==> src/hdl/i2c_engine_pkg.sv <==
// constants, types and behaviour summary for the two-wire bus engine
//
// Behaviour
// - start is SDA falling while SCL high, from idle, before every transfer
// - stop is SDA rising while SCL high, ending every transfer
// - repeated start after a wait lets the master turn the bus round
// - SDA stable while SCL high; changes there are start or stop only
// - one bit per SCL pulse, sampled high, changed only while SCL low
// - receiver pulls SDA low on ninth clock to ack, releases to nack
// - anyone may hold SCL low; master waits until SCL is seen high
// - bus idle with both lines high between stop and next start
// - master starts a transfer only when the bus is not busy
// - first byte is address plus direction; zero means master transmits
// - after repeated start the same address is resent with direction one
// - master generates a ninth clock per byte for the acknowledge
// - master receiver releases SDA and keeps clocking while slave sends
// - master reader nacks the last byte and then issues a stop
// - slave logic stays active and watches the bus while master runs
// - master detects collisions, loses no message, software may restart
// - master and slave logic each raise their own event requests
// - slave matches seven-bit or ten-bit addresses
// - slave accepts general call, and all addresses in repeater setting
// - slave holds SCL low until reply data has been supplied
// - own rate generator times SCL for 100 kHz and 400 kHz
// - SDA and SCL are only pulled low or released
package i2c_engine_pkg;

  localparam int CLK_MHZ = 250;
  localparam int STD_RATE_KHZ = 100;
  localparam int FAST_RATE_KHZ = 400;
  localparam int PHASES_PER_BIT = 4;
  // quarter-bit counts, rounded down so the bus never runs below rate spec
  localparam int QTR_STD_CYC = (CLK_MHZ * 1000) / (STD_RATE_KHZ * PHASES_PER_BIT);
  localparam int QTR_FAST_CYC = (CLK_MHZ * 1000) / (FAST_RATE_KHZ * PHASES_PER_BIT);
  localparam int QTR_W = 10;

  localparam int BYTE_BITS = 8;
  localparam logic [3:0] ACK_SLOT = 4'h8;
  localparam logic [3:0] BYTE_DONE = 4'h9;
  localparam logic [7:0] GEN_CALL_ADDR = 8'h00;
  localparam logic [4:0] TEN_BIT_PREFIX = 5'h1E;

  typedef enum logic [2:0] {CMD_START, CMD_RESTART, CMD_WRITE, CMD_READ, CMD_STOP} mstCmd_t;
  typedef enum logic [2:0] {M_IDLE, M_START, M_HOLD, M_BIT, M_RESTART, M_STOP} mstState_t;
  typedef enum logic [2:0] {S_IDLE, S_ADDR, S_ADDR2, S_RX, S_TX, S_WAIT_TX} slvState_t;

endpackage

==> src/hdl/i2c_line_sync.sv <==
// synchroniser and start/stop detector for the SDA and SCL pins
`timescale 1ns/1ps
`default_nettype none
module i2c_line_sync
(
  input wire logic clk,
  input wire logic rst,
  input wire logic sdaIn,
  input wire logic sclIn,
  output logic sdaS,
  output logic sclS,
  output logic sclRise,
  output logic sclFall,
  output logic startSeen,
  output logic stopSeen
);
  import i2c_engine_pkg::*;

  logic [1:0] meta_q, meta_d;
  logic [1:0] sync_q, sync_d;
  logic [1:0] prev_q, prev_d;

  always_comb
  begin
    meta_d = {sdaIn, sclIn};
    sync_d = meta_q;
    prev_d = sync_q;
  end

  // lines idle high, so reset leaves them high to avoid a false start
  always_ff @(posedge clk)
  begin
    if (rst)
    begin
      meta_q <= 2'h3;
      sync_q <= 2'h3;
      prev_q <= 2'h3;
    end
    else
    begin
      meta_q <= meta_d;
      sync_q <= sync_d;
      prev_q <= prev_d;
    end
  end

  assign sdaS = sync_q[1];
  assign sclS = sync_q[0];
  assign sclRise = sync_q[0] & ~prev_q[0];
  assign sclFall = ~sync_q[0] & prev_q[0];
  // an SDA edge while SCL stays high is a condition, never data
  assign startSeen = prev_q[0] & sync_q[0] & prev_q[1] & ~sync_q[1];
  assign stopSeen = prev_q[0] & sync_q[0] & ~prev_q[1] & sync_q[1];

endmodule // i2c_line_sync
`default_nettype wire

==> src/hdl/i2c_bus_engine.sv <==
// two-wire bus engine: master and slave logic sharing one pair of pins
`timescale 1ns/1ps
`default_nettype none
module i2c_bus_engine
#(
  parameter int QTR_STD = i2c_engine_pkg::QTR_STD_CYC,
  parameter int QTR_FAST = i2c_engine_pkg::QTR_FAST_CYC
)
(
  input wire logic clk,
  input wire logic rst,
  // pins
  input wire logic sdaIn,
  output logic sdaOut,
  output logic sdaOe,
  input wire logic sclIn,
  output logic sclOut,
  output logic sclOe,
  // master command port
  input wire logic fastMode,
  input wire logic cmdValid,
  output logic cmdReady,
  input wire i2c_engine_pkg::mstCmd_t cmd,
  input wire logic [7:0] cmdData,
  input wire logic cmdNack,
  output logic mstDone,
  output logic mstCollision,
  output logic [7:0] mstRdData,
  output logic mstAckStat,
  output logic masterIrq,
  output logic busBusy,
  // slave configuration and data
  input wire logic [9:0] ownAddr,
  input wire logic addr10Mode,
  input wire logic genCallEn,
  input wire logic repeaterEn,
  output logic slvAddrHit,
  output logic slvGenCall,
  output logic slvReadDir,
  output logic slvRxValid,
  output logic [7:0] slvRxData,
  output logic slvTxReq,
  input wire logic slvTxValid,
  input wire logic [7:0] slvTxData,
  output logic slaveIrq
);
  import i2c_engine_pkg::*;

  if (QTR_STD < 2 || QTR_STD >= (1 << QTR_W) || QTR_FAST < 2 || QTR_FAST > QTR_STD)
  begin : g_bad_rate
    $error("quarter-bit counts out of range");
  end

  localparam logic [QTR_W-1:0] RELOAD_STD = QTR_W'(QTR_STD - 1);
  localparam logic [QTR_W-1:0] RELOAD_FAST = QTR_W'(QTR_FAST - 1);

  logic sdaS, sclS, sclRise, sclFall, startSeen, stopSeen;

  i2c_line_sync u_sync
  (
    .clk(clk),
    .rst(rst),
    .sdaIn(sdaIn),
    .sclIn(sclIn),
    .sdaS(sdaS),
    .sclS(sclS),
    .sclRise(sclRise),
    .sclFall(sclFall),
    .startSeen(startSeen),
    .stopSeen(stopSeen)
  );

  // ************************************************************
  // rate generator and bus state
  // ************************************************************
  mstState_t mState_q, mState_d;
  logic [QTR_W-1:0] qCnt_q, qCnt_d;
  logic busy_q, busy_d;
  logic tick;

  assign tick = (qCnt_q == '0);

  always_comb
  begin
    // counter rests while nothing is being timed, so each phase is whole
    if (mState_q == M_IDLE || mState_q == M_HOLD || tick)
      qCnt_d = fastMode ? RELOAD_FAST : RELOAD_STD;
    else
      qCnt_d = qCnt_q - 1'b1;
    busy_d = busy_q;
    if (startSeen)
      busy_d = 1'b1;
    else if (stopSeen)
      busy_d = 1'b0;
  end

  always_ff @(posedge clk)
  begin
    if (rst)
    begin
      qCnt_q <= '0;
      busy_q <= 1'b0;
    end
    else
    begin
      qCnt_q <= qCnt_d;
      busy_q <= busy_d;
    end
  end

  // ************************************************************
  // master logic
  // ************************************************************
  logic [1:0] mPh_q, mPh_d;
  logic [3:0] mCnt_q, mCnt_d;
  logic [7:0] mSh_q, mSh_d;
  logic mRead_q, mRead_d;
  logic mNack_q, mNack_d;
  logic mSclLow_q, mSclLow_d;
  logic mSdaLow_q, mSdaLow_d;
  logic mDone_q, mDone_d;
  logic mColl_q, mColl_d;
  logic [7:0] mRd_q, mRd_d;
  logic mAck_q, mAck_d;
  logic take;

  assign cmdReady = (mState_q == M_IDLE) || (mState_q == M_HOLD);
  assign take = cmdValid & cmdReady;

  always_comb
  begin
    mState_d = mState_q;
    mPh_d = mPh_q;
    mCnt_d = mCnt_q;
    mSh_d = mSh_q;
    mRead_d = mRead_q;
    mNack_d = mNack_q;
    mSclLow_d = mSclLow_q;
    mSdaLow_d = mSdaLow_q;
    mRd_d = mRd_q;
    mAck_d = mAck_q;
    mDone_d = 1'b0;
    mColl_d = 1'b0;
    case (mState_q)
      M_IDLE:
      begin
        if (take && cmd == CMD_START)
        begin
          // a busy or non-idle bus is refused as a collision
          if (busy_q || !sdaS || !sclS)
            mColl_d = 1'b1;
          else
          begin
            mState_d = M_START;
            mPh_d = 2'd0;
          end
        end
      end
      M_START:
      begin
        if (tick)
        begin
          mPh_d = mPh_q + 2'd1;
          if (mPh_q == 2'd0)
          begin
            if (!sdaS || !sclS)
            begin
              mState_d = M_IDLE;
              mColl_d = 1'b1;
            end
            else
              mSdaLow_d = 1'b1;
          end
          else if (mPh_q == 2'd1)
            mSclLow_d = 1'b1;
          else
          begin
            mState_d = M_HOLD;
            mDone_d = 1'b1;
          end
        end
      end
      M_HOLD:
      begin
        // SCL held low between commands, a wait state on the bus
        if (take)
        begin
          mPh_d = 2'd0;
          mCnt_d = 4'd0;
          case (cmd)
            CMD_WRITE:
            begin
              mState_d = M_BIT;
              mRead_d = 1'b0;
              mSh_d = cmdData;
              mSdaLow_d = ~cmdData[7];
            end
            CMD_READ:
            begin
              mState_d = M_BIT;
              mRead_d = 1'b1;
              mNack_d = cmdNack;
              mSh_d = 8'hFF;
              mSdaLow_d = 1'b0;
            end
            CMD_RESTART:
            begin
              mState_d = M_RESTART;
              mSdaLow_d = 1'b0;
            end
            CMD_STOP:
            begin
              mState_d = M_STOP;
              mSdaLow_d = 1'b1;
            end
            default:
            begin
              mState_d = M_HOLD;
            end
          endcase
        end
      end
      M_BIT:
      begin
        if (tick)
        begin
          case (mPh_q)
            2'd0:
            begin
              mSclLow_d = 1'b0;
              mPh_d = 2'd1;
            end
            2'd1:
            begin
              if (sclS)
                mPh_d = 2'd2;
            end
            2'd2:
            begin
              mPh_d = 2'd3;
              if (mCnt_q < ACK_SLOT)
              begin
                mSh_d = {mSh_q[6:0], sdaS};
                // released a one but the bus shows zero: another master won
                if (!mRead_q && !mSdaLow_q && !sdaS)
                begin
                  mState_d = M_IDLE;
                  mSclLow_d = 1'b0;
                  mSdaLow_d = 1'b0;
                  mColl_d = 1'b1;
                end
              end
              else
                mAck_d = sdaS;
            end
            default:
            begin
              mSclLow_d = 1'b1;
              mPh_d = 2'd0;
              mCnt_d = mCnt_q + 4'd1;
              if (mCnt_q == ACK_SLOT)
              begin
                mState_d = M_HOLD;
                mSdaLow_d = 1'b0;
                mRd_d = mSh_q;
                mDone_d = 1'b1;
              end
              else if (mCnt_q == ACK_SLOT - 4'd1)
                mSdaLow_d = mRead_q & ~mNack_q;
              else
                mSdaLow_d = ~mRead_q & ~mSh_q[7];
            end
          endcase
        end
      end
      M_RESTART, M_STOP:
      begin
        if (tick)
        begin
          case (mPh_q)
            2'd0:
            begin
              mSclLow_d = 1'b0;
              mPh_d = 2'd1;
            end
            2'd1:
            begin
              if (sclS)
              begin
                mPh_d = 2'd2;
                if (mState_q == M_RESTART)
                begin
                  if (!sdaS)
                  begin
                    mState_d = M_IDLE;
                    mColl_d = 1'b1;
                  end
                  else
                    mSdaLow_d = 1'b1;
                end
                else
                  mSdaLow_d = 1'b0;
              end
            end
            2'd2:
            begin
              mPh_d = 2'd3;
              if (mState_q == M_RESTART)
                mSclLow_d = 1'b1;
            end
            default:
            begin
              mDone_d = 1'b1;
              mState_d = (mState_q == M_RESTART) ? M_HOLD : M_IDLE;
              if (mState_q == M_STOP && !sdaS)
              begin
                mDone_d = 1'b0;
                mColl_d = 1'b1;
              end
            end
          endcase
        end
      end
      default:
      begin
        mState_d = M_IDLE;
      end
    endcase
  end

  always_ff @(posedge clk)
  begin
    if (rst)
    begin
      mState_q <= M_IDLE;
      mPh_q <= 2'd0;
      mCnt_q <= 4'd0;
      mSh_q <= 8'h00;
      mRead_q <= 1'b0;
      mNack_q <= 1'b0;
      mSclLow_q <= 1'b0;
      mSdaLow_q <= 1'b0;
      mDone_q <= 1'b0;
      mColl_q <= 1'b0;
      mRd_q <= 8'h00;
      mAck_q <= 1'b0;
    end
    else
    begin
      mState_q <= mState_d;
      mPh_q <= mPh_d;
      mCnt_q <= mCnt_d;
      mSh_q <= mSh_d;
      mRead_q <= mRead_d;
      mNack_q <= mNack_d;
      mSclLow_q <= mSclLow_d;
      mSdaLow_q <= mSdaLow_d;
      mDone_q <= mDone_d;
      mColl_q <= mColl_d;
      mRd_q <= mRd_d;
      mAck_q <= mAck_d;
    end
  end

  // ************************************************************
  // slave logic
  // ************************************************************
  slvState_t sState_q, sState_d;
  logic [3:0] sCnt_q, sCnt_d;
  logic [7:0] sSh_q, sSh_d;
  logic sRead_q, sRead_d;
  logic sTen_q, sTen_d;
  logic sHi_q, sHi_d;
  logic sNack_q, sNack_d;
  logic sSclLow_q, sSclLow_d;
  logic sSdaLow_q, sSdaLow_d;
  logic sHit_q, sHit_d;
  logic sGc_q, sGc_d;
  logic sRxV_q, sRxV_d;
  logic [7:0] sRx_q, sRx_d;
  logic m7, m10, gc;

  // the slave always watches the bus, including our own master's traffic
  always_comb
  begin
    m7 = !addr10Mode && (sSh_q[7:1] == ownAddr[6:0]);
    m10 = addr10Mode && (sSh_q[7:3] == TEN_BIT_PREFIX) && (sSh_q[2:1] == ownAddr[9:8]);
    gc = genCallEn && (sSh_q == GEN_CALL_ADDR);
    sState_d = sState_q;
    sCnt_d = sCnt_q;
    sSh_d = sSh_q;
    sRead_d = sRead_q;
    sTen_d = sTen_q;
    sHi_d = sHi_q;
    sNack_d = sNack_q;
    sSclLow_d = sSclLow_q;
    sSdaLow_d = sSdaLow_q;
    sGc_d = sGc_q;
    sRx_d = sRx_q;
    sHit_d = 1'b0;
    sRxV_d = 1'b0;
    if (stopSeen)
    begin
      sState_d = S_IDLE;
      sSclLow_d = 1'b0;
      sSdaLow_d = 1'b0;
      sHi_d = 1'b0;
    end
    else if (startSeen)
    begin
      sState_d = S_ADDR;
      sCnt_d = 4'd0;
      sSdaLow_d = 1'b0;
      sSclLow_d = 1'b0;
    end
    else if (sState_q == S_WAIT_TX)
    begin
      if (slvTxValid)
      begin
        sSh_d = slvTxData;
        sSdaLow_d = ~slvTxData[7];
        sState_d = S_TX;
      end
    end
    else if (sState_q == S_TX && sSclLow_q)
      sSclLow_d = 1'b0; // data settled one cycle before the clock is freed
    else if (sState_q != S_IDLE && sclRise)
    begin
      sCnt_d = sCnt_q + 4'd1;
      if (sCnt_q < ACK_SLOT && sState_q != S_TX)
        sSh_d = {sSh_q[6:0], sdaS};
      else if (sCnt_q == ACK_SLOT && sState_q == S_TX)
        sNack_d = sdaS;
    end
    else if (sState_q != S_IDLE && sclFall)
    begin
      if (sCnt_q < ACK_SLOT && sState_q == S_TX)
      begin
        sSh_d = {sSh_q[6:0], 1'b1};
        sSdaLow_d = ~sSh_q[6];
      end
      else if (sCnt_q == ACK_SLOT)
      begin
        case (sState_q)
          S_ADDR:
          begin
            sGc_d = gc;
            sTen_d = 1'b0;
            sRead_d = sSh_q[0];
            if (sSh_q[0] && (m7 || (m10 && sHi_q) || repeaterEn))
              sSdaLow_d = 1'b1;
            else if (!sSh_q[0] && (m7 || gc || repeaterEn))
              sSdaLow_d = 1'b1;
            else if (!sSh_q[0] && m10)
            begin
              sSdaLow_d = 1'b1;
              sTen_d = 1'b1;
            end
            else
              sState_d = S_IDLE;
            sHit_d = (sSh_q[0] && (m7 || (m10 && sHi_q) || repeaterEn)) ||
                     (!sSh_q[0] && (m7 || gc || repeaterEn));
          end
          S_ADDR2:
          begin
            if (sSh_q == ownAddr[7:0])
            begin
              sSdaLow_d = 1'b1;
              sHi_d = 1'b1;
              sTen_d = 1'b0;
              sHit_d = 1'b1;
            end
            else
              sState_d = S_IDLE;
          end
          S_RX:
          begin
            sSdaLow_d = 1'b1;
            sRx_d = sSh_q;
            sRxV_d = 1'b1;
          end
          default:
          begin
            sSdaLow_d = 1'b0;
          end
        endcase
      end
      else if (sCnt_q == BYTE_DONE)
      begin
        sCnt_d = 4'd0;
        sSdaLow_d = 1'b0;
        if (sState_q == S_ADDR && sTen_q)
          sState_d = S_ADDR2;
        else if ((sState_q == S_TX && !sNack_q) || (sState_q != S_TX && sRead_q))
        begin
          sState_d = S_WAIT_TX;
          sSclLow_d = 1'b1;
        end
        else if (sState_q == S_TX)
          sState_d = S_IDLE;
        else
          sState_d = S_RX;
      end
    end
  end

  always_ff @(posedge clk)
  begin
    if (rst)
    begin
      sState_q <= S_IDLE;
      sCnt_q <= 4'd0;
      sSh_q <= 8'h00;
      sRead_q <= 1'b0;
      sTen_q <= 1'b0;
      sHi_q <= 1'b0;
      sNack_q <= 1'b0;
      sSclLow_q <= 1'b0;
      sSdaLow_q <= 1'b0;
      sHit_q <= 1'b0;
      sGc_q <= 1'b0;
      sRxV_q <= 1'b0;
      sRx_q <= 8'h00;
    end
    else
    begin
      sState_q <= sState_d;
      sCnt_q <= sCnt_d;
      sSh_q <= sSh_d;
      sRead_q <= sRead_d;
      sTen_q <= sTen_d;
      sHi_q <= sHi_d;
      sNack_q <= sNack_d;
      sSclLow_q <= sSclLow_d;
      sSdaLow_q <= sSdaLow_d;
      sHit_q <= sHit_d;
      sGc_q <= sGc_d;
      sRxV_q <= sRxV_d;
      sRx_q <= sRx_d;
    end
  end

  // ************************************************************
  // outputs
  // ************************************************************
  // open drain: only ever pull low, the pull-ups make the high level
  assign sdaOut = 1'b0;
  assign sclOut = 1'b0;
  assign sdaOe = mSdaLow_q | sSdaLow_q;
  assign sclOe = mSclLow_q | sSclLow_q;
  assign mstDone = mDone_q;
  assign mstCollision = mColl_q;
  assign mstRdData = mRd_q;
  assign mstAckStat = mAck_q;
  assign masterIrq = mDone_q | mColl_q;
  assign busBusy = busy_q;
  assign slvAddrHit = sHit_q;
  assign slvGenCall = sGc_q;
  assign slvReadDir = sRead_q;
  assign slvRxValid = sRxV_q;
  assign slvRxData = sRx_q;
  assign slvTxReq = (sState_q == S_WAIT_TX);
  assign slaveIrq = sHit_q | sRxV_q | slvTxReq;

endmodule // i2c_bus_engine
`default_nettype wire

==> config.mk <==
export PLATFORM = sky130hd
export DESIGN_NAME = i2c_bus_engine
export DESIGN_NICKNAME = d
export VERILOG_FILES = /design/src/hdl/i2c_engine_pkg.sv /design/src/hdl/i2c_line_sync.sv /design/src/hdl/i2c_bus_engine.sv
export SDC_FILE = /design/constraint.sdc
export NUM_CORES = 1
export LEC_CHECK = 0
export BUFFER_PORTS_ARGS = -buffer_cell sky130_fd_sc_hd__clkbuf_2
export CAP_MARGIN = 25
export CORE_MARGIN = 10
export CORE_UTILIZATION = 45
export CTS_CLUSTER_DIAMETER = 30
export CTS_CLUSTER_SIZE = 24
export DETAILED_ROUTE_END_ITERATION = 6
export PLACE_DENSITY = 0.66
export SYNTH_ARGS = -nofsm -noshare
export SYNTH_HDL_FRONTEND = slang
export SYNTH_SLANG_ARGS = --single-unit
==> constraint.sdc <==
create_clock -name clk -period 2.15 [get_ports clk]
set_input_delay 0.43 -clock clk [delete_from_list [all_inputs] [get_ports clk]]
set_output_delay 0.43 -clock clk [all_outputs]
set_load 0.05 [all_outputs]
==> results of run 1 <==
## final timing paths
check / start / to / slack (ns) / depth (start not counted)
setup / recovery: sState_q[0] / slaveIrq / 0.08 / 6
hold / removal: sdaIn / u_sync.meta_q[1] / 0.26 / 2
setup reg to reg: sState_q[0] / sSh_q[5] / 0.13 / 8
hold reg to reg: u_sync.meta_q[1] / u_sync.prev_d[1] / 0.41 / 1
## worst max-delay path, stage by stage, from the launching register on
cell                      delay [ns]
sky130_fd_sc_hd__dfxtp_1        0.32
sky130_fd_sc_hd__nor2b_2        0.17
sky130_fd_sc_hd__nand2_1        0.09
sky130_fd_sc_hd__inv_2          0.07
sky130_fd_sc_hd__buf_6          0.14
sky130_fd_sc_hd__or3_4          0.33
sky130_fd_sc_hd__buf_8          0.16
## repair_timing
item | 4_1_cts | 5_1_grt
gates resized for setup | 2 | 11
endpoints found under the setup margin | 1 | 6
pin swaps | 0 | 1
setup buffers | 0 | 1
## power by group
part / total (W) / internal [W] / switching (W)
registers: 0.00161 / 0.00155 / 0.0000572
logic: 0.000806 / 0.000335 / 0.000471
clock network: 0.00127 / 0.000674 / 0.000597
## Yosys cell counts (all sizes together), types with 2 or more instances
master   count
a211oi       6
a21o         2
a21oi       50
a221oi       2
a22o         2
a22oi        2
a2bb2oi      2
a311o        2
a311oi       8
and3         3
and3b        3
buf          9
clkbuf      31
dfxtp       81
ha          12
inv         18
mux2         3
mux2i       23
nand2       71
nand2b      15
nand3       11
nand3b       8
nand4        9
nor2        70
nor2b       11
nor3        18
nor3b        3
nor4         7
nor4b        2
o211ai       2
o21ai       31
o21bai       2
o22ai       11
o311ai       2
o31ai        2
o32ai        2
or2         23
or3          7
xnor2       13
xor2        13
## layout by cell type (no fill, tap or decap), types with 3 or more instances in the layout
master | synthesis | layout
sky130_fd_sc_hd__ha_1 | 12 | 11
sky130_fd_sc_hd__a211oi_1 | 6 | 6
sky130_fd_sc_hd__or2_2 | 19 | 19
sky130_fd_sc_hd__clkbuf_8 | 0 | 9
sky130_fd_sc_hd__nand3_1 | 11 | 11
sky130_fd_sc_hd__nor2b_1 | 11 | 10
sky130_fd_sc_hd__mux2_2 | 3 | 3
sky130_fd_sc_hd__inv_6 | 0 | 5
sky130_fd_sc_hd__or3_1 | 7 | 6
sky130_fd_sc_hd__nand3b_1 | 8 | 8
sky130_fd_sc_hd__o22ai_1 | 11 | 11
sky130_fd_sc_hd__nand2b_1 | 15 | 15
sky130_fd_sc_hd__nor3_1 | 18 | 17
sky130_fd_sc_hd__xor2_1 | 13 | 13
sky130_fd_sc_hd__buf_4 | 2 | 35
sky130_fd_sc_hd__inv_1 | 17 | 16
sky130_fd_sc_hd__a311oi_1 | 7 | 7
sky130_fd_sc_hd__buf_12 | 0 | 3
sky130_fd_sc_hd__nand2_1 | 71 | 71
sky130_fd_sc_hd__mux2i_1 | 23 | 23
sky130_fd_sc_hd__o21ai_0 | 29 | 29
sky130_fd_sc_hd__or2_0 | 3 | 3
sky130_fd_sc_hd__nor2_1 | 70 | 70
sky130_fd_sc_hd__nor4_1 | 6 | 6
sky130_fd_sc_hd__and3b_1 | 3 | 3
sky130_fd_sc_hd__a21oi_1 | 50 | 50
sky130_fd_sc_hd__xnor2_1 | 13 | 13
sky130_fd_sc_hd__nand4_1 | 9 | 9
sky130_fd_sc_hd__and3_1 | 3 | 3
sky130_fd_sc_hd__dfxtp_1 | 81 | 80
sky130_fd_sc_hd__clkbuf_2 | 0 | 67
## registers in the layout (all words and copies together) (netlist names), 2 cells and up
| register | flops |
|---|---|
| sCnt_q | 4 |
| mPh_q | 2 |
| mstRdData | 8 |
| sSh_q | 8 |
| sState_q | 3 |
| u_sync.meta_q | 2 |
| u_sync.prev_q | 2 |
| mCnt_q | 4 |
| mSh_q | 8 |
| u_sync.prev_d | 2 |
| slvRxData | 8 |
| qCnt_q | 10 |
| mState_q | 3 |
## final cells by class
cell class | count | area, um2 | area share [%]
timing repair buffer | 107 | 684.4 | 12.11
multi-input combinational | 469 | 2879 | 50.94
sequential | 81 | 1623 | 28.71
inverter | 18 | 67.56 | 1.195
clock buffer | 9 | 123.9 | 2.192
tap | 136 | 170.2 | 3.011
clock inverter | 7 | 103.9 | 1.838
## cell families after synthesis
group,after synthesis
compound gates,138
simple gates,265
fa+ha+maj,12
xor+xnor,26
mux,26
other cells,1
buf+inv,58
flops,81
## metal layers
layer	global-route usage (%)	up-vias	routed length, um
met2	26.82	134	5984
met5	0	-	0
met3	4.637	20	749
li1	-	2275	-
met4	5.449	0	168
met1	19.76	2092	5626
## metrics by stage
stage               setup slack, ns  total power (W)  setup TNS [ns]  instance area [um2]  cells
floorplan                    0.1308         0.002189               0                 4713    608
global placement             0.1263         0.002410               0                 5374    810
detailed placement          0.01965         0.002423               0                 5374    810
CTS                        0.006344         0.003710               0                 5610    826
global route               -0.01799         0.003886        -0.05040                 5652    827
finish                      0.08399         0.003686               0                 5652    827
==> run summary, run 1 <==
Logic synthesis
• simple AND/OR/NAND/NOR gates — combinational family with the most area after synthesis
• sky130_fd_sc_hd__dfxtp_1 34%, sky130_fd_sc_hd__nand2_1 5.7%, sky130_fd_sc_hd__nor2_1 5.6%, sky130_fd_sc_hd__a21oi_1 5.3%, sky130_fd_sc_hd__mux2i_1 4.9% — cells taking the most area after synthesis
• 34.44% — post-synthesis sequential area ratio
• 34.44% — post-synth top area share
• 0% — proportion of synthesized flip-flops having asynchronous set or reset
• 27.90% — Post-Synth Simple-Gate Area
• 4708 um2 — cell area after synthesis
• 67 — number of unique standard cell types used by synthesis
• 5.607% — share of synthesized area spent on multiplexers
• 3.189% — arithmetic-cell share of the synthesized area counting full adders, half adders and majority gates
• 7.757 um2 — post-synthesis average cell area
• 607 — cell count after synthesis
• 0 — number of synthesized flops with an enable pin
• 81 — number of synthesized register bits
• 0 — number of warnings printed during yosys synthesis
• 18.87% — compound-gate portion of the synthesized area
• sky130_fd_sc_hd__dfxtp_1 — ys flop type
• sky130_fd_sc_hd__dfxtp_1 — library cell occupying the most area in the post-synthesis netlist
• 4.837% — xor and xnor fraction of the mapped netlist area

Clock network
• 81 — number of clock sinks seen by CTS
• 0.36 ns — worst-skew pair later-pin latency
• 9 — number of clock buffers inserted by TritonCTS
• 0 — hold bufs inserted after CTS
• 0.08 ns — Clk pin slew, worst setup/hold paths
• 2 — Bufs on Longest Clock Path
• 3 — total number of H-tree levels
• yes — TritonCTS clock tree
• sky130_fd_sc_hd__clkbuf_8 — CTS root buffer

Layout
• 54.99% — core utilization of the finished layout
• 1012 — total of fill cells in the finished design
• 23.44% — proportion of layout cells with a drive suffix above 1
• 0 — diodes inserted
• 20.04% — area overhead of the layout relative to synthesis
• 738 — Final #Nets

Timing
• 0 — setup violators final
• 0.2616 ns — hold_ws
• 54.81% — Max transition margin
• 0.01360 ns — worst clock skew on the final layout
• 0 — Max Slew Vio Count
• 2.066 ns — final period demand of the worst path
• 96.09% — part of the cycle the worst path needs
• 484.0 MHz — achievable clock frequency
• 0 — final-report hold violation count
• 0.6693 ns — worst-margin pin slew

Outcome
• finished, final reports clean — result of the run

GRT
• 55 — maximum number of pins on one net before global-route repair
• 4358 — number of global-route vias before repair
• 16.18% — GRT Overall Usage
• 20.09 mm — global-route wire length before repair
• 0 — number of antenna violations at the first check in global routing
• 0 — GRT Residual Overflow

Critical path
• flip-flop — startpoint type of the worst setup path
• 1.64 ns — CP Data Arrival Time
• 8 — critical path fanouts, max
• primary output — type of destination of the critical path
• 1.72 ns — required time at the worst-slack endpoint
• reg2out — kind of critical path

Floorplan
• 10280 um2 — Std-Cell Core Area
• 45.81% — effective utilization at floorplan
• 122.3 um — Horiz. Die Dim
• 14950 um2 — total die area
• 72 — top-level I/O count
• 122.3 um — height of the die
• 37 — row count

Detailed routing
• 12.53 mm — Total Wirelength
• 0 — antenna violation net count after detailed routing
• 4521 — vias after detailed routing
• 15.15 um — drt wl/cell
• 467 — Iteration-0 DRC Markers
• 0 — post-detailed-route DRC marker count
• 5.467 — Via-to-Cell Ratio
• 7 — number of iterations in the first detailed-routing pass

Power and ir drop
• 2.304 nW — Static Leakage
• 652.1 nW/um2 — power density over cell area
• 396.5 uV — worst ir drop on vdd

Placement
• 9.419 mm — dpl hpwl
• 0.9376 — final estimated routing congestion in global placement
• 69 — number of buffer cells added on primary ports

Run
• 0 — number of maximum-capacitance violations

Hold path
• in2reg — classification of the worst-slack hold path

No activity file was read; power rests on OpenSTA's default activity.
==> inputs of run 2 (changes only) <==
- ABC_AREA: unset -> 1
- PLACE_DENSITY: 0.66 -> 0.65
==> run summary, run 2 <==
Placement
• 10.06 mm — dpl hpwl
• 69 — number of buffer cells added on primary ports
• 0.9690 — final estimated routing congestion in global placement
• 5320 um2 — placed inst area
• 925 — Placed Instances

Critical path
• 2.43 ns — required time at the worst-slack endpoint
• mCnt_q[2] — critical path endpoint
• 5 — critical path fanouts, max
• mCnt_q[2] — endpoint of the worst-slack reg-to-reg timing path
• 2.32 ns — CP Data Arrival Time
• qCnt_q[0] — launching element of the worst setup path
• 11 — worst-case reg-to-reg path depth
• reg2reg — kind of critical path
• flip-flop — startpoint type of the worst setup path
• 0.11 ns — Worst R2R Setup Slack
• qCnt_q[0] — reg-to-reg startpoint
• flip-flop — type of destination of the critical path

GRT
• 39 — maximum number of pins on one net before global-route repair
• 4615 — number of global-route vias before repair
• 17.08% — GRT Overall Usage
• 0 — GRT Residual Overflow
• 0 — number of antenna violations at the first check in global routing
• 21.20 mm — global-route wire length before repair

Timing
• 0 — setup violators final
• 0.02388 ns — worst clock skew on the final layout
• 490.0 MHz — achievable clock frequency
• 0 ns — post-route setup TNS
• 59.14% — Max transition margin
• 0.6106 ns — worst-margin pin slew
• 0 — final-report hold violation count
• 2.041 ns — final period demand of the worst path
• 0 — Max Slew Vio Count
• 94.93% — part of the cycle the worst path needs

Logic synthesis
• 137 x sky130_fd_sc_hd__nand2_1, 103 x sky130_fd_sc_hd__nor2_1, 92 x sky130_fd_sc_hd__inv_1, 81 x sky130_fd_sc_hd__dfxtp_1, 76 x sky130_fd_sc_hd__o21ai_0 — commonest cells in the netlist
• 34.18% — post-synthesis sequential area ratio
• sky130_fd_sc_hd__dfxtp_1 34%, sky130_fd_sc_hd__nand2_1 11%, sky130_fd_sc_hd__nor2_1 8.1%, sky130_fd_sc_hd__o21ai_0 8.0%, sky130_fd_sc_hd__inv_1 7.3% — cells taking the most area after synthesis
• sky130_fd_sc_hd__dfxtp_1 — ys flop type
• 6.608 um2 — post-synthesis average cell area
• 0 — number of warnings printed during yosys synthesis
• 34.18% — post-synth top area share
• 81 — number of synthesized register bits
• 0% — proportion of synthesized flip-flops having asynchronous set or reset
• 0 — number of synthesized flops with an enable pin
• sky130_fd_sc_hd__dfxtp_1 — library cell occupying the most area in the post-synthesis netlist
• sky130_fd_sc_hd__nand2_1 — most instantiated library cell after synthesis
• 45 — number of unique standard cell types used by synthesis
• 718 — cell count after synthesis
• 4745 um2 — cell area after synthesis

Clock network
• 0.09 ns — Clk pin slew, worst setup/hold paths
• 81 — number of clock sinks seen by CTS
• 0.36 ns — worst-skew pair later-pin latency
• 9 — number of clock buffers inserted by TritonCTS
• sky130_fd_sc_hd__clkbuf_8 — CTS root buffer
• 2 — Bufs on Longest Clock Path
• 3 — total number of H-tree levels
• yes — TritonCTS clock tree

Detailed routing
• 5.241 — Via-to-Cell Ratio
• 4979 — vias after detailed routing
• 403 — Iteration-0 DRC Markers
• 13.88 um — drt wl/cell
• 0 — post-detailed-route DRC marker count
• 5 — number of iterations in the first detailed-routing pass
• 0 — antenna violation net count after detailed routing
• 13.19 mm — Total Wirelength

Power and ir drop
• 539.5 uV — worst ir drop on vdd
• 2.628 nW — Static Leakage
• 803.5 nW/um2 — power density over cell area

Floorplan
• 37 — row count
• 10280 um2 — Std-Cell Core Area
• 122.7 um — Horiz. Die Dim
• 122.7 um — height of the die
• 15050 um2 — total die area
• 72 — top-level I/O count
• 46.17% — effective utilization at floorplan

Layout
• 5673 um2 — cell area after layout
• 950 — Cell Count, Final, Fillers Out
• 137 x sky130_fd_sc_hd__nand2_1, 102 x sky130_fd_sc_hd__nor2_1, 89 x sky130_fd_sc_hd__inv_1, 81 x sky130_fd_sc_hd__dfxtp_1, 72 x sky130_fd_sc_hd__o21ai_0 — commonest cells after routing, fill and taps aside
• 10 — max reg flops
• 55.20% — core utilization of the finished layout
• 19.57% — area overhead of the layout relative to synthesis
• qCnt_q — Most flops, register
• sky130_fd_sc_hd__nand2_1 — most common cell after layout, fill and taps aside
• 861 — Final #Nets
• 0 — diodes inserted
• 18.55% — proportion of layout cells with a drive suffix above 1

Hold path
• sclIn — worst hold start
• in2reg — classification of the worst-slack hold path

Run
• 0 — number of maximum-capacitance violations

Outcome
• finished, final reports clean — result of the run

## run 2: worst min path at each step
stage,endpoint,slack [ns],cells past startpoint
after floorplan,u_sync.prev_d[0],0.39,1
after global placement,u_sync.prev_d[1],0.40,1
after detailed placement,u_sync.prev_d[1],0.40,1
after CTS,u_sync.meta_q[0],0.24,2
after global routing,u_sync.meta_q[0],0.23,2
final,u_sync.meta_q[0],0.26,2
## run 2: metrics by stage
stage / power [W] / setup WS, ns / hold slack [ns]
final: 0.004558 / 0.1091 / 0.2550
after global placement: 0.003268 / 0.07259 / 0.3951
after floorplan: 0.002908 / 0.1225 / 0.3895
after CTS: 0.004458 / 0.003702 / 0.2401
after detailed placement: 0.003307 / 0.006599 / 0.3983
after global routing: 0.004877 / -0.02321 / 0.2313
## run 2: report_power, final
| group | switching, W | internal (W) | leakage [nW] | total [W] |
|---|---|---|---|---|
| sequential | 0.000106 | 0.00166 | 0.658 | 0.00177 |
| clock | 0.000598 | 0.000546 | 0.0973 | 0.00114 |
| combinational | 0.00103 | 0.000614 | 1.87 | 0.00165 |
| total | 0.00174 | 0.00282 | 2.63 | 0.00456 |
## run 2: final cells by class
class	instances	area [um2]
repair buffers	97	568.0
well taps	136	170.2
fillers	1031	4604
flip-flops and latches	81	1622
repair inverters	1	7.507
clock inverters	7	78.83
multi-input cells	525	2743
inverters	94	360.3
clock buffers	9	123.9
## run 2: layer usage
| layer | part of all wire [%] | global-route usage [%] | vias to the layer above |
|---|---|---|---|
| li1 | - | - | 2540 |
| met1 | 45 | 21.04 | 2279 |
| met2 | 47 | 28.38 | 144 |
| met3 | 6.7 | 4.316 | 16 |
| met4 | 1.4 | 5.744 | 0 |
| met5 | 0 | 0 | - |
## run 2: worst max-delay path, stage by stage, from the launching register on
cell	delay, ns
sky130_fd_sc_hd__dfxtp_1	0.32
sky130_fd_sc_hd__inv_1	0.10
sky130_fd_sc_hd__ha_4	0.16
sky130_fd_sc_hd__nand2_2	0.07
sky130_fd_sc_hd__nor2_4	0.15
sky130_fd_sc_hd__nand2_4	0.07
sky130_fd_sc_hd__nor3_4	0.28
sky130_fd_sc_hd__nand2_2	0.11
sky130_fd_sc_hd__a21boi_4	0.30
sky130_fd_sc_hd__buf_4	0.17
sky130_fd_sc_hd__nand4_1	0.08
sky130_fd_sc_hd__a21oi_1	0.15
## run 2: kinds of logic after synthesis
| family | share of synthesized area (%) |
|---|---|
| compound gates | 19.78 |
| xor+xnor | 2.031 |
| fa+ha+maj | 3.164 |
| buf+inv | 9.836 |
| flops | 34.18 |
| other cells | 0.07904 |
| simple gates | 30.93 |
## run 2: timing repair
| item | 4_1_cts | 5_1_grt |
|---|---|---|
| resized for setup | 1 | 21 |
| hold endpoints to repair | 0 | 0 |
| pin swaps | 0 | 5 |
| buffers inserted | 0 | 7 |
| setup endpoints to repair | 1 | 27 |
| hold buffers | 0 | 0 |
| gates cloned | 0 | 2 |
